## config.mk

```make
export PLATFORM = sky130hd
export DESIGN_NAME = ftt_top
export DESIGN_NICKNAME = d
export VERILOG_FILES = /design/src/ftt_tick.v /design/src/ftt_alarm.v /design/src/ftt_top.v
export VERILOG_INCLUDE_DIRS = /design/src
export SDC_FILE = /design/constraint.sdc
export NUM_CORES = 1
export LEC_CHECK = 0
export BUFFER_PORTS_ARGS = -buffer_cell sky130_fd_sc_hd__buf_2
export CAP_MARGIN = 5
export CORE_MARGIN = 2
export CORE_UTILIZATION = 40
export CTS_CLUSTER_DIAMETER = 60
export DETAILED_ROUTE_END_ITERATION = 8
export GPL_TIMING_DRIVEN = 1
export PLACE_DENSITY = 0.63
export SETUP_SLACK_MARGIN = 0.3
export SLEW_MARGIN = 0
export SYNTH_ARGS = -nofsm -noshare
export SYNTH_HDL_FRONTEND = slang
export SYNTH_SLANG_ARGS = --single-unit
```

## constraint.sdc

```tcl
create_clock -name REF_CLK_I -period 5.55 [get_ports REF_CLK_I]
set_input_delay 0.2775 -clock REF_CLK_I [delete_from_list [all_inputs] [get_ports REF_CLK_I]]
set_output_delay 0.2775 -clock REF_CLK_I [all_outputs]
set_load 0.01 [all_outputs]
```

## src/ftt_regs.vh

```
// Behaviour
// - Flow alarm declared only after flow stays beyond a limit for 0..3600 s.
// - Without flow latch (default) the flow alarm drops once flow is back in limits.
// - Flow latch setting governs flow alarm outputs; when enabled they stay asserted.
// - High flow alarm output activates when flow reaches or exceeds the high flow limit.
// - Temperature alarm enable resets to disabled; disabled suppresses temperature alarms.
// - Temperature limits in 0.1 C steps from -9.9 to 99.9 C only.
// - Temperature alarm condition holds at or above high, or at or below low.
// - Low temperature alarm output activates when temperature falls to or below the low limit.
// - High temperature alarm output activates when temperature reaches or exceeds the high limit.
// - Temperature alarm declared only after the condition persists for 0..3600 s.
// - Temperature latch resets disabled; enabled keeps the temperature alarm outputs on.
// - Total integrates flow, is saved every second and reloaded at power-up.
// - Main totalizer enable defaults to disabled; no accumulation while disabled.
// - No accumulation until flow is at or above the start threshold.
// - Start threshold in 0.1 percent steps from 0.0 to 100.0 percent.
// - Event raised when total equals event volume; zero volume disables it.
// - Reset needs two presses within 2 s; acknowledgement then shows for 2 s.
// - Flow alarm condition holds at or above high, or at or below low.
// - Low flow alarm output activates when flow drops to or below the low limit.
`ifndef FTT_REGS_VH
`define FTT_REGS_VH
`define FTT_CLK_KHZ 10000
`define FTT_TICK_MS 1000
`define FTT_WIN_MS 2000
`define FTT_TICK_CYC (`FTT_TICK_MS * `FTT_CLK_KHZ)
`define FTT_WIN_CYC (`FTT_WIN_MS * `FTT_CLK_KHZ)
`define FTT_DLY_MAX 12'hE10
`define FTT_PCT_MAX 10'h3E8
`define FTT_TEMP_MIN 11'h79D
`define FTT_TEMP_MAX 11'h3E7
`define FTT_OFF_CTRL 8'h00
`define FTT_OFF_FLIM 8'h04
`define FTT_OFF_TLIM 8'h08
`define FTT_OFF_FDLY 8'h0C
`define FTT_OFF_TDLY 8'h10
`define FTT_OFF_START 8'h14
`define FTT_OFF_EVOL 8'h18
`define FTT_OFF_CMD 8'h1C
`define FTT_OFF_STAT 8'h20
`define FTT_OFF_TOTAL 8'h24
`define FTT_CTRL_FEN 0
`define FTT_CTRL_FLATCH 1
`define FTT_CTRL_TEN 2
`define FTT_CTRL_TLATCH 3
`define FTT_CTRL_TOTEN 4
`define FTT_CTRL_CLR 8
`define FTT_CTRL_RST 5'h00
`define FTT_LIM_HI_LSB 16
`define FTT_RESP_OKAY 2'h0
`define FTT_RESP_SLVERR 2'h2
`endif

```

## src/ftt_tick.v

```verilog
`timescale 1ns/10ps
`default_nettype none
module ftt_tick #(
    parameter CW = 24,
    parameter [CW-1:0] PERIOD = 24'h989680
) (
    input wire clk_i,
    input wire rst_i,
    output reg tick_o
);
    reg [CW-1:0] cnt_q;

    always @(posedge clk_i) begin
        if (rst_i) begin
            cnt_q <= {CW{1'b0}};
            tick_o <= 1'b0;
        end else if (cnt_q == PERIOD - 1'b1) begin
            cnt_q <= {CW{1'b0}};
            tick_o <= 1'b1;
        end else begin
            cnt_q <= cnt_q + 1'b1;
            tick_o <= 1'b0;
        end
    end
endmodule // ftt_tick
`default_nettype wire

```

## src/ftt_alarm.v

```verilog
`timescale 1ns/10ps
`default_nettype none
module ftt_alarm #(
    parameter W = 11,
    parameter DW = 12
) (
    input wire clk_i,
    input wire rst_i,
    input wire tick_i,
    input wire en_i,
    input wire latch_i,
    input wire clr_i,
    input wire signed [W-1:0] val_i,
    input wire signed [W-1:0] hi_lim_i,
    input wire signed [W-1:0] lo_lim_i,
    input wire [DW-1:0] delay_i,
    output reg hi_o,
    output reg lo_o
);
    reg [DW-1:0] hi_cnt_q;
    reg [DW-1:0] lo_cnt_q;
    wire hi_cond;
    wire lo_cond;
    wire hi_qual;
    wire lo_qual;

    // Counting saturates at the delay so a long violation never wraps back to zero.
    function [DW-1:0] cnt_next;
        input [DW-1:0] c;
        input cond;
        input tk;
        input [DW-1:0] d;
        begin
            if (!cond)
                cnt_next = {DW{1'b0}};
            else if (tk && c < d)
                cnt_next = c + 1'b1;
            else
                cnt_next = c;
        end
    endfunction

    assign hi_cond = en_i & (val_i >= hi_lim_i);
    assign lo_cond = en_i & (val_i <= lo_lim_i);
    assign hi_qual = hi_cond & (hi_cnt_q >= delay_i);
    assign lo_qual = lo_cond & (lo_cnt_q >= delay_i);

    always @(posedge clk_i) begin
        if (rst_i) begin
            hi_cnt_q <= {DW{1'b0}};
            lo_cnt_q <= {DW{1'b0}};
            hi_o <= 1'b0;
            lo_o <= 1'b0;
        end else begin
            hi_cnt_q <= cnt_next(hi_cnt_q, hi_cond, tick_i, delay_i);
            lo_cnt_q <= cnt_next(lo_cnt_q, lo_cond, tick_i, delay_i);
            hi_o <= hi_qual | (latch_i & hi_o & ~clr_i);
            lo_o <= lo_qual | (latch_i & lo_o & ~clr_i);
        end
    end
endmodule // ftt_alarm
`default_nettype wire

```

## src/ftt_top.v

```verilog
// Decided for this implementation: the address map and register access over AXI4-Lite.
`timescale 1ns/10ps
`default_nettype none
`include "ftt_regs.vh"
module ftt_top #(
    parameter TICK_CYC = `FTT_TICK_CYC,
    parameter WIN_CYC = `FTT_WIN_CYC,
    parameter TW = 32
) (
    // Clock and reset.
    input wire REF_CLK_I,
    input wire SRST_I,
    // Measurements, flow in 0.1 percent of full scale, temperature in signed 0.1 C.
    input wire [9:0] FLOW_RATE_I,
    input wire [10:0] TEMP_I,
    // Keypad and nonvolatile store.
    input wire RESET_PRESS_I,
    input wire [TW-1:0] NV_TOTAL_I,
    output reg NV_SAVE_O,
    output reg [TW-1:0] NV_DATA_O,
    // Indicators and isolated outputs.
    output wire HIGH_ALARM_INDICATOR_O,
    output wire LOW_FLOW_ALARM_O,
    output wire TEMP_HIGH_ALARM_O,
    output wire TEMP_LOW_ALARM_O,
    output reg TOTAL_EVENT_O,
    output reg RESET_CONFIRM_O,
    output reg RESET_ACK_O,
    output reg [TW-1:0] MAIN_TOTAL_READOUT_O,
    // AXI4-Lite write channels.
    input wire [7:0] AXI_AWADDR_I,
    input wire AXI_AWVALID_I,
    output reg AXI_AWREADY_O,
    input wire [31:0] AXI_WDATA_I,
    input wire [3:0] AXI_WSTRB_I,
    input wire AXI_WVALID_I,
    output reg AXI_WREADY_O,
    output reg [1:0] AXI_BRESP_O,
    output reg AXI_BVALID_O,
    input wire AXI_BREADY_I,
    // AXI4-Lite read channels.
    input wire [7:0] AXI_ARADDR_I,
    input wire AXI_ARVALID_I,
    output reg AXI_ARREADY_O,
    output reg [31:0] AXI_RDATA_O,
    output reg [1:0] AXI_RRESP_O,
    output reg AXI_RVALID_O,
    input wire AXI_RREADY_I
);
    localparam ST_IDLE = 3'b001;
    localparam ST_CONF = 3'b010;
    localparam ST_ACK = 3'b100;
    localparam [24:0] WIN_END = WIN_CYC[24:0] - 25'h0000001;
    localparam [23:0] TICK_P = TICK_CYC[23:0];

    reg [4:0] ctrl_q;
    reg clr_q;
    reg press_q;
    reg [9:0] flo_lo_q;
    reg [9:0] flo_hi_q;
    reg [10:0] t_lo_q;
    reg [10:0] t_hi_q;
    reg [11:0] fdly_q;
    reg [11:0] tdly_q;
    reg [9:0] start_q;
    reg [TW-1:0] evol_q;
    reg load_q;
    reg [2:0] st_q;
    reg [24:0] win_q;
    reg aw_have_q;
    reg [7:0] aw_addr_q;
    reg w_have_q;
    reg [31:0] w_data_q;
    reg [3:0] w_strb_q;
    reg [31:0] rd_word;
    reg rd_ok;
    wire tick;
    wire press;
    wire do_wr;
    wire [31:0] cur;
    wire [31:0] mw;
    wire [31:0] status;

    // Byte lanes not strobed keep their previous contents.
    function [31:0] merge;
        input [31:0] old;
        input [31:0] nw;
        input [3:0] strb;
        integer i;
        begin
            merge = old;
            for (i = 0; i < 4; i = i + 1)
                if (strb[i])
                    merge[i*8 +: 8] = nw[i*8 +: 8];
        end
    endfunction

    function temp_ok;
        input [10:0] v;
        begin
            temp_ok = ($signed(v) >= $signed(`FTT_TEMP_MIN)) && ($signed(v) <= $signed(`FTT_TEMP_MAX));
        end
    endfunction

    function [11:0] dly_clip;
        input [11:0] v;
        begin
            dly_clip = (v > `FTT_DLY_MAX) ? `FTT_DLY_MAX : v;
        end
    endfunction

    function [9:0] pct_clip;
        input [9:0] v;
        begin
            pct_clip = (v > `FTT_PCT_MAX) ? `FTT_PCT_MAX : v;
        end
    endfunction

    ftt_tick #(
        .CW(24),
        .PERIOD(TICK_P)
    ) u_tick (
        .clk_i(REF_CLK_I),
        .rst_i(SRST_I),
        .tick_o(tick)
    );

    ftt_alarm #(
        .W(11),
        .DW(12)
    ) u_flow (
        .clk_i(REF_CLK_I),
        .rst_i(SRST_I),
        .tick_i(tick),
        .en_i(ctrl_q[`FTT_CTRL_FEN]),
        .latch_i(ctrl_q[`FTT_CTRL_FLATCH]),
        .clr_i(clr_q),
        .val_i({1'b0, FLOW_RATE_I}),
        .hi_lim_i({1'b0, flo_hi_q}),
        .lo_lim_i({1'b0, flo_lo_q}),
        .delay_i(fdly_q),
        .hi_o(HIGH_ALARM_INDICATOR_O),
        .lo_o(LOW_FLOW_ALARM_O)
    );

    ftt_alarm #(
        .W(11),
        .DW(12)
    ) u_temp (
        .clk_i(REF_CLK_I),
        .rst_i(SRST_I),
        .tick_i(tick),
        .en_i(ctrl_q[`FTT_CTRL_TEN]),
        .latch_i(ctrl_q[`FTT_CTRL_TLATCH]),
        .clr_i(clr_q),
        .val_i(TEMP_I),
        .hi_lim_i(t_hi_q),
        .lo_lim_i(t_lo_q),
        .delay_i(tdly_q),
        .hi_o(TEMP_HIGH_ALARM_O),
        .lo_o(TEMP_LOW_ALARM_O)
    );

    assign press = RESET_PRESS_I | press_q;
    assign do_wr = aw_have_q & w_have_q & ~AXI_BVALID_O;
    assign status = {25'h0000000, RESET_ACK_O, RESET_CONFIRM_O, TOTAL_EVENT_O,
                     TEMP_LOW_ALARM_O, TEMP_HIGH_ALARM_O, LOW_FLOW_ALARM_O, HIGH_ALARM_INDICATOR_O};

    // Current contents of the addressed write target, used for byte-lane merging.
    assign cur = (aw_addr_q == `FTT_OFF_CTRL) ? {27'h0000000, ctrl_q} :
                 (aw_addr_q == `FTT_OFF_FLIM) ? {6'h00, flo_hi_q, 6'h00, flo_lo_q} :
                 (aw_addr_q == `FTT_OFF_TLIM) ? {5'h00, t_hi_q, 5'h00, t_lo_q} :
                 (aw_addr_q == `FTT_OFF_FDLY) ? {20'h00000, fdly_q} :
                 (aw_addr_q == `FTT_OFF_TDLY) ? {20'h00000, tdly_q} :
                 (aw_addr_q == `FTT_OFF_START) ? {22'h000000, start_q} :
                 (aw_addr_q == `FTT_OFF_EVOL) ? evol_q : 32'h00000000;
    assign mw = merge(cur, w_data_q, w_strb_q);

    always @* begin
        rd_ok = 1'b1;
        case (AXI_ARADDR_I)
            `FTT_OFF_CTRL: rd_word = {27'h0000000, ctrl_q};
            `FTT_OFF_FLIM: rd_word = {6'h00, flo_hi_q, 6'h00, flo_lo_q};
            `FTT_OFF_TLIM: rd_word = {5'h00, t_hi_q, 5'h00, t_lo_q};
            `FTT_OFF_FDLY: rd_word = {20'h00000, fdly_q};
            `FTT_OFF_TDLY: rd_word = {20'h00000, tdly_q};
            `FTT_OFF_START: rd_word = {22'h000000, start_q};
            `FTT_OFF_EVOL: rd_word = evol_q;
            `FTT_OFF_CMD: rd_word = 32'h00000000;
            `FTT_OFF_STAT: rd_word = status;
            `FTT_OFF_TOTAL: rd_word = MAIN_TOTAL_READOUT_O;
            default: begin
                rd_word = 32'h00000000;
                rd_ok = 1'b0;
            end
        endcase
    end

    // Write side: address and data are taken independently, then committed together.
    always @(posedge REF_CLK_I) begin
        if (SRST_I) begin
            AXI_AWREADY_O <= 1'b1;
            AXI_WREADY_O <= 1'b1;
            AXI_BVALID_O <= 1'b0;
            AXI_BRESP_O <= `FTT_RESP_OKAY;
            aw_have_q <= 1'b0;
            aw_addr_q <= 8'h00;
            w_have_q <= 1'b0;
            w_data_q <= 32'h00000000;
            w_strb_q <= 4'h0;
            ctrl_q <= `FTT_CTRL_RST;
            clr_q <= 1'b0;
            press_q <= 1'b0;
            flo_lo_q <= 10'h000;
            flo_hi_q <= 10'h000;
            t_lo_q <= 11'h000;
            t_hi_q <= 11'h000;
            fdly_q <= 12'h000;
            tdly_q <= 12'h000;
            start_q <= 10'h000;
            evol_q <= {TW{1'b0}};
        end else begin
            clr_q <= 1'b0;
            press_q <= 1'b0;
            if (AXI_AWVALID_I && AXI_AWREADY_O) begin
                aw_have_q <= 1'b1;
                aw_addr_q <= AXI_AWADDR_I;
                AXI_AWREADY_O <= 1'b0;
            end
            if (AXI_WVALID_I && AXI_WREADY_O) begin
                w_have_q <= 1'b1;
                w_data_q <= AXI_WDATA_I;
                w_strb_q <= AXI_WSTRB_I;
                AXI_WREADY_O <= 1'b0;
            end
            if (do_wr) begin
                aw_have_q <= 1'b0;
                w_have_q <= 1'b0;
                AXI_BVALID_O <= 1'b1;
                AXI_BRESP_O <= `FTT_RESP_OKAY;
                case (aw_addr_q)
                    `FTT_OFF_CTRL: begin
                        ctrl_q <= mw[4:0];
                        clr_q <= mw[`FTT_CTRL_CLR] & w_strb_q[1];
                    end
                    `FTT_OFF_FLIM: begin
                        flo_lo_q <= pct_clip(mw[9:0]);
                        flo_hi_q <= pct_clip(mw[`FTT_LIM_HI_LSB +: 10]);
                    end
                    `FTT_OFF_TLIM: begin
                        // Out-of-range limits are dropped rather than clipped, keeping the old value.
                        if (temp_ok(mw[10:0]))
                            t_lo_q <= mw[10:0];
                        if (temp_ok(mw[`FTT_LIM_HI_LSB +: 11]))
                            t_hi_q <= mw[`FTT_LIM_HI_LSB +: 11];
                    end
                    `FTT_OFF_FDLY: fdly_q <= dly_clip(mw[11:0]);
                    `FTT_OFF_TDLY: tdly_q <= dly_clip(mw[11:0]);
                    `FTT_OFF_START: start_q <= pct_clip(mw[9:0]);
                    `FTT_OFF_EVOL: evol_q <= mw;
                    `FTT_OFF_CMD: press_q <= w_data_q[0] & w_strb_q[0];
                    `FTT_OFF_STAT: AXI_BRESP_O <= `FTT_RESP_OKAY;
                    `FTT_OFF_TOTAL: AXI_BRESP_O <= `FTT_RESP_OKAY;
                    default: AXI_BRESP_O <= `FTT_RESP_SLVERR;
                endcase
            end
            if (AXI_BVALID_O && AXI_BREADY_I) begin
                AXI_BVALID_O <= 1'b0;
                AXI_AWREADY_O <= 1'b1;
                AXI_WREADY_O <= 1'b1;
            end
        end
    end

    always @(posedge REF_CLK_I) begin
        if (SRST_I) begin
            AXI_ARREADY_O <= 1'b1;
            AXI_RVALID_O <= 1'b0;
            AXI_RDATA_O <= 32'h00000000;
            AXI_RRESP_O <= `FTT_RESP_OKAY;
        end else if (AXI_ARVALID_I && AXI_ARREADY_O) begin
            AXI_ARREADY_O <= 1'b0;
            AXI_RVALID_O <= 1'b1;
            AXI_RDATA_O <= rd_word;
            AXI_RRESP_O <= rd_ok ? `FTT_RESP_OKAY : `FTT_RESP_SLVERR;
        end else if (AXI_RVALID_O && AXI_RREADY_I) begin
            AXI_RVALID_O <= 1'b0;
            AXI_ARREADY_O <= 1'b1;
        end
    end

    // Two-press reset sequencer; presses during the acknowledgement are ignored.
    always @(posedge REF_CLK_I) begin
        if (SRST_I) begin
            st_q <= ST_IDLE;
            win_q <= 25'h0000000;
        end else begin
            case (st_q)
                ST_IDLE: begin
                    win_q <= 25'h0000000;
                    if (press)
                        st_q <= ST_CONF;
                end
                ST_CONF: begin
                    if (press) begin
                        st_q <= ST_ACK;
                        win_q <= 25'h0000000;
                    end else if (win_q == WIN_END) begin
                        st_q <= ST_IDLE;
                    end else begin
                        win_q <= win_q + 1'b1;
                    end
                end
                ST_ACK: begin
                    if (win_q == WIN_END)
                        st_q <= ST_IDLE;
                    else
                        win_q <= win_q + 1'b1;
                end
                default: st_q <= ST_IDLE;
            endcase
        end
    end

    // The saved total is taken one cycle after reset release, never under reset itself.
    always @(posedge REF_CLK_I) begin
        if (SRST_I) begin
            load_q <= 1'b1;
            MAIN_TOTAL_READOUT_O <= {TW{1'b0}};
            NV_SAVE_O <= 1'b0;
            NV_DATA_O <= {TW{1'b0}};
            TOTAL_EVENT_O <= 1'b0;
            RESET_CONFIRM_O <= 1'b0;
            RESET_ACK_O <= 1'b0;
        end else begin
            load_q <= 1'b0;
            if (load_q)
                MAIN_TOTAL_READOUT_O <= NV_TOTAL_I;
            else if (st_q == ST_CONF && press)
                MAIN_TOTAL_READOUT_O <= {TW{1'b0}};
            else if (tick && ctrl_q[`FTT_CTRL_TOTEN] && FLOW_RATE_I >= start_q)
                MAIN_TOTAL_READOUT_O <= MAIN_TOTAL_READOUT_O + {{(TW-10){1'b0}}, FLOW_RATE_I};
            NV_SAVE_O <= tick & ~load_q;
            NV_DATA_O <= MAIN_TOTAL_READOUT_O;
            TOTAL_EVENT_O <= (evol_q != {TW{1'b0}}) && (MAIN_TOTAL_READOUT_O == evol_q);
            RESET_CONFIRM_O <= (st_q == ST_CONF) & ~press;
            RESET_ACK_O <= (st_q == ST_ACK) | (st_q == ST_CONF && press);
        end
    end
endmodule // ftt_top
`default_nettype wire

```

After elaboration in Yosys (flattened, before gate mapping)
Index checks and enable logic that the tools add are counted.

Register bits after elaboration: 376. Input port bits: 113. Output and inout bits: 113. Logic and storage cells: 214.

Add/subtract/negate cells: 7. $lt $le $gt $ge: 20. Equality and inequality tests: 27. Multiplexer cells: 34. Bitwise gates (word level): 39. Reduce and logical (&&, ||, !) cells: 42.

Operator list (number): $mux W32 (10); $pmux W32 S9 (1); $pmux W25 S3 (1); $eq A8 B5 Y1 const B (8); $mux W25 (2); $add A12 B1 Y12 const B (4); $ge A12 B12 Y1 (4); $lt A12 B12 Y1 (4); $add A32 B10 Y32 (1); $eq A32 B32 Y1 (1); $eq A8 B4 Y1 const B (4); $eq A8 B6 Y1 const B (4); $mux W8 (4); $reduce_bool A32 Y1 (1); $add A25 B1 Y25 const B (1); $eq A25 B25 Y1 const B (1); $add A24 B1 Y24 const B (1); $eq A24 B24 Y1 const B (1); $and A1 B1 Y1 (22); $ge A11 B8 Y1 const B (2); $le A11 B11 Y1 const B (2); $ge A10 B10 Y1 (2); $gt A10 B10 Y1 const B (2); $mux W10 (2); 26 further kinds (84).

Logic depth before layout (Yosys ltp)
Word-level depth: 12. Mapped depth: 12. Gate-level depth less buffers: 11.

Cells and area by module
A second synthesis with hierarchy kept.

Cells, all modules: 2537. Area total of the unflattened synthesis: 20831.2 µm².

By module, submodules not included: ftt_top (instances 1, cells an instance 1825, area each 15008.1 µm², sequential area each 5945.7 µm²); ftt_alarm (instances 2, cells an instance 289, area each 2328.5 µm², sequential area each 520.5 µm²); ftt_tick (instances 1, cells an instance 134, area each 1166.1 µm², sequential area each 500.5 µm²).

Worst setup path after synthesis
Ideal clock, no wire load.

Path type: register -> register. Start: register aw_addr_q[5]. End: register t_lo_q[0]. Library setup time: 0.123 ns. Data arrival time: 2.847 ns. Required time: 5.427 ns. Slack: 2.580 ns. Cell stages (with the launch flop): 10. Path buffers: 1. Period minus slack after synthesis: 2.970 ns. Cell sequence: dfxtp_1 > or4_1 > buf_6 > or3_1 > o221a_1 > a311oi_2 > nor4b_4 > a31oi_1 > nand2_4 > mux2_1.

Word-level cells in the longest chain between the ends: 12. Elaborated cells on any way between the ends: 20. Those cells by class: order compare: 2; eq/ne: 6; mux: 9; reduce/logical: 3.

RTL lines: start: declaration (line ftt_top.v:71) `reg [7:0] aw_addr_q;`; start signal: assignment (line ftt_top.v:207) `aw_addr_q <= 8'h00;`; start signal: assignment (line ftt_top.v:227) `aw_addr_q <= AXI_AWADDR_I;`; $eq A8 B5 Y1; $mux W32 (line ftt_top.v:176) `` (aw_addr_q == `FTT_OFF_EVOL) ? evol_q : 32'h00000000; ``; $mux W32 (line ftt_top.v:175) `` (aw_addr_q == `FTT_OFF_START) ? {22'h000000, start_q} : ``; $mux W32 (line ftt_top.v:174) `` (aw_addr_q == `FTT_OFF_TDLY) ? {20'h00000, tdly_q} : ``; $mux W32 (line ftt_top.v:173) `` (aw_addr_q == `FTT_OFF_FDLY) ? {20'h00000, fdly_q} : ``; $mux W32 (line ftt_top.v:172) `` (aw_addr_q == `FTT_OFF_TLIM) ? {5'h00, t_hi_q, 5'h00, t_lo_q} : ``; $mux W32 (line ftt_top.v:171) `` (aw_addr_q == `FTT_OFF_FLIM) ? {6'h00, flo_hi_q, 6'h00, flo_lo_q} : ``; $mux W32 (line ftt_top.v:170) `` assign cur = (aw_addr_q == `FTT_OFF_CTRL) ? {27'h0000000, ctrl_q} : ``; $mux W8 (line ftt_top.v:93) `if (strb[i])`; $ge A11 B8 Y1 / $le A11 B11 Y1 (equally long branches) (line ftt_top.v:101) `` temp_ok = ($signed(v) >= $signed(`FTT_TEMP_MIN)) && ($signed(v) <= $signed(`FTT_TEMP_MAX)); ``; $logic_and A1 B1 Y1 (line ftt_top.v:101); $reduce_and A3 Y1 (no source line); end signal: assignment (line ftt_top.v:253) `t_lo_q <= mw[10:0];`; end: declaration (line ftt_top.v:61) `reg [10:0] t_lo_q;`.

Parallel ways exist; a longest one is shown, timed or not. The select of a mux whose other input is x is not followed. A chain may end at the register's enable or synchronous reset.

Worst setup path after layout
Start: register aw_addr_q[4]. End: register tdly_q[3].

Word-level cells in the longest chain between the ends: 11. Elaborated cells on any way between the ends: 19. Those cells by class: order compare: 1; eq/ne: 6; mux: 10; reduce/logical: 2.

RTL lines: $eq A8 B5 Y1; $mux W32 (line ftt_top.v:176); $mux W32 (line ftt_top.v:175); $mux W32 (line ftt_top.v:174); $mux W32 (line ftt_top.v:173); $mux W32 (line ftt_top.v:172); $mux W32 (line ftt_top.v:171); $mux W32 (line ftt_top.v:170); $mux W8 (line ftt_top.v:93); $gt A12 B12 Y1 (no source line); $mux W12 (line ftt_top.v:108) `` dly_clip = (v > `FTT_DLY_MAX) ? `FTT_DLY_MAX : v; ``; end signal: assignment (line ftt_top.v:258) `` `FTT_OFF_TDLY: tdly_q <= dly_clip(mw[11:0]); ``; end: declaration (line ftt_top.v:64) `reg [11:0] tdly_q;`.

Parallel ways exist; a longest one is shown, timed or not. The select of a mux whose other input is x is not followed.

==> impl_metrics.ini <==
[place]
pre_cts_ws_ns = 1.770
dpl_cell_area_sq_mm = 0.02176
dpl.cell_count = 3243
place.gp.congestion = 0.9929
dp_hpwl_um = 57050
io_buffers = 223

[synth]
syn_area_sq_mm = 0.02015
synth_fa_ha_area_share_pct = 7.303
postSynthCellCount = 2451
synth_top_family_by_area = simple AND/OR/NAND/NOR gates
synth_xor_area_share_pct = 5.651
ys_seq_elements = 374
ys_warn_count = 0
seq_area_frac_synth_pct = 37.16
synth_cell_types = 89
synth_ff_type = dfxtp_1
avgSynthCellArea_sq_um = 8.220
synth-edff-count = 0
synthMuxAreaShare_pct = 2.944
yosys.area_share.simple_pct = 23.12
synth_compound_area_share_pct = 18.66
async_flop_share_pct = 0

[die]
die-area_sq_mm = 0.05218
die_y_um = 228.4
io_pins = 226
num_rows = 82
core-area_sq_mm = 0.04997
die_x_um = 228.4
initial_core_util_pct = 40.32

[sta]
hold_viol = 0
period_minus_slack_ns = 3.915
finalHoldWorstSlack_ns = 0.03302
rsz0062_at_grt = no
timing.final.ws_setup_ns = 1.635
period_share_pct = 70.54
report.final.setup_viol = 0
drv_slew = 0
fin_skew_ns = 0.03239
final.setup.tns_ns = 0
relSlewSlack_pct = 21.91
worst_slew_pin_slew_ns = 1.167
fmax_mhz = 255.4

[setup_path]
crit_chain = nor4_4 -> nand2_1 -> a211oi_1 -> o31a_1 -> a21oi_1 -> o32ai_1 -> nand4b_1 -> o21ai_0
cp-start-kind = flip-flop
slowest_delay_ns = 0.97
critPathBufInv = 0
rrSetupSlack_ns = 1.63
r2r-end = tdly_q[3]
cp-end-kind = flip-flop
cp_data_arrival_time_ns = 4.42
cp_top_family = compound AO/OA/AOI/OAI gates
startpoint = aw_addr_q[4]
worstPathRequired_ns = 6.06
critPathKind = reg2reg
reg2regPathDepth = 8
cp_max_fo = 12
reg2reg_from = aw_addr_q[4]
cp_slowest_cell = o32ai_1

[route]
drc = 0
dr.pass1.iters = 6
final_antenna_net_count = 0
wl_um = 75580
wl_per_cell_um = 22.27
first_iter_violations = 2240
viasPerCell = 5.821
vias = 19760

[global_route]
track_usage_pct = 28.22
grt_max_degree = 163
grt_pass1_wl_um = 114200
antenna_found_initial = 0
globalRouteOverflowTotal = 0
grt_pass1_vias = 18600

[cts]
htree_levels = 2
clock_path_buffers = 3
worst_skew_pair.late_latency_ns = 0.59
cts_buffers = 45
post_cts_buffers = 0
clkSinkCount = 374
clkTransAtPathRegs_ns = 0.06
cts_resized = 0
ctsHoldBuffers = 71
root_buffer = clkbuf_16
cts_tree = yes

[power]
switchingPower_mw = 1.697
seqPwrFrac_pct = 43.4
power_density_mw_per_mm2 = 272.5
leakagePower_nw = 9.306
p_clk_share_pct = 47.3
intPower_mw = 4.848
comb_power_share_pct = 9.3
vdd_ir_drop_max_mv = 0.1863
total_power_mw = 6.544
sw_frac_of_total_pct = 25.93

[layout]
layout.nets = 2919
antenna_cells = 0
fin_cells = 3394
final_layout_size_suffix_gt1_share_pct = 14.00
finish.utilization_pct = 48.06
area_delta_synth_final_pct = 19.18
design_area_sq_mm = 0.02401

[flow_run]
cap_violations = 0

[run_status]
outcome = completed

[worst_hold_path]
min_to = aw_addr_q[4]
worstHoldStart = AXI_AWADDR_I[4]
hold_path_class = in2reg
whs_path_depth = 3
-- cell families (layout without fill, tap and decap cells) --
kind of cell,after synthesis,count (layout)
xor gates and xnor gates,130,130
muxes,54,54
AOI/OAI and AO/OA,554,554
buffers and inverters,245,515
other,1,2
adders and majority gates,117,117
and+or+nand+nor,976,976
DFF,374,374
-- worst max-delay path by stage --
stage,end,slack [ns],cells after the start
6_report,tdly_q[3],1.63,8
5_1_grt,tdly_q[3],1.27,8
4_1_cts,tdly_q[3],1.73,8
3_5_place_dp,tdly_q[3],1.77,8
3_3_place_gp,t_hi_q[0],1.91,8
2_1_floorplan,t_lo_q[0],2.58,9
-- synth_stat cells (all sizes together), types with 14 or more instances --
master,n,share of area [%]
a211oi,67,2.5
a21o,25,0.93
a21oi,159,3.9
a221o,14,0.70
a221oi,29,1.3
a22oi,46,1.7
and3,27,0.84
buf,23,0.63
clkbuf,107,2.3
dfxtp,374,37
ha,116,7.2
inv,113,2.1
mux2,22,1.2
mux2i,30,1.5
nand2,277,5.2
nand2b,18,0.56
nand3,83,2.1
nand4,32,0.99
nor2,287,5.3
nor2b,51,1.6
nor3,79,2.0
nor4,34,1.2
o21ai,83,2.1
or3,16,0.50
xnor2,53,2.3
xor2,77,3.3
-- state kept, by name (all words and copies together) (netlist names), 24 cells and up --
register / count
u_tick.cnt_q: 24
evol_q: 32
AXI_RDATA_O: 32
win_q: 25
w_data_q: 32
MAIN_TOTAL_READOUT_O: 32
NV_DATA_O: 32
-- power by group through the flow --
stage / Clock, mW / Sequential [mW] / Combinational [mW]
finish: 3.09 / 2.84 / 0.609
global route: 3.24 / 2.85 / 0.667
CTS: 3.14 / 2.84 / 0.603
detailed placement: 0 / 2.90 / 0.561
global placement: 0 / 2.89 / 0.550
floorplan: 0 / 2.87 / 0.362
-- metal layers --
| metal | global-route usage [%] | vias up | share of wire, % |
|---|---|---|---|
| li1 | - | 9226 | - |
| met1 | 39.60 | 9451 | 45 |
| met2 | 43.00 | 942 | 43 |
| met3 | 5.414 | 137 | 8.8 |
| met4 | 10.15 | 0 | 3.3 |
| met5 | 0 | - | 0 |
-- cell usage in the layout, fill, tap and decap left out, drive strengths merged, types with 12 or more instances in the layout --
cell type / instances
mux2: 22
a221oi: 29
inv: 118
a31oi: 13
a221o: 14
a211oi: 67
dfxtp: 374
a21oi: 159
buf: 249
ha: 116
nand2b: 18
a22o: 12
nor2: 287
nand2: 277
a21o: 25
nor4: 34
nand3b: 13
dlygate4sd3: 71
nand3: 83
or2: 13
mux2i: 30
o21ai: 83
nor2b: 51
or3: 16
clkbuf: 62
and3: 27
nor3: 79
a22oi: 46
xor2: 77
nand4: 32
xnor2: 53
-- area by class of cell --
class / instances / area [sq um]
Clock buffer: 61 / 1276
Clock inverter: 19 / 267.8
Fill cell: 4844 / 25950
Timing Repair Buffer: 321 / 2051
Multi-Input combinational cell: 1833 / 11660
Tap cell: 672 / 840.8
Sequential cell: 374 / 7487
Inverter: 114 / 427.9
-- worst register-to-register path, cell delays in order (launching register included) --
cell and delay (ns):
dfxtp_1 0.48, nor4_4 0.55, nand2_1 0.44, a211oi_1 0.34
o31a_1 0.27, a21oi_1 0.19, o32ai_1 0.97, nand4b_1 0.35
o21ai_0 0.26
Power figures use the tool's default switching activity.
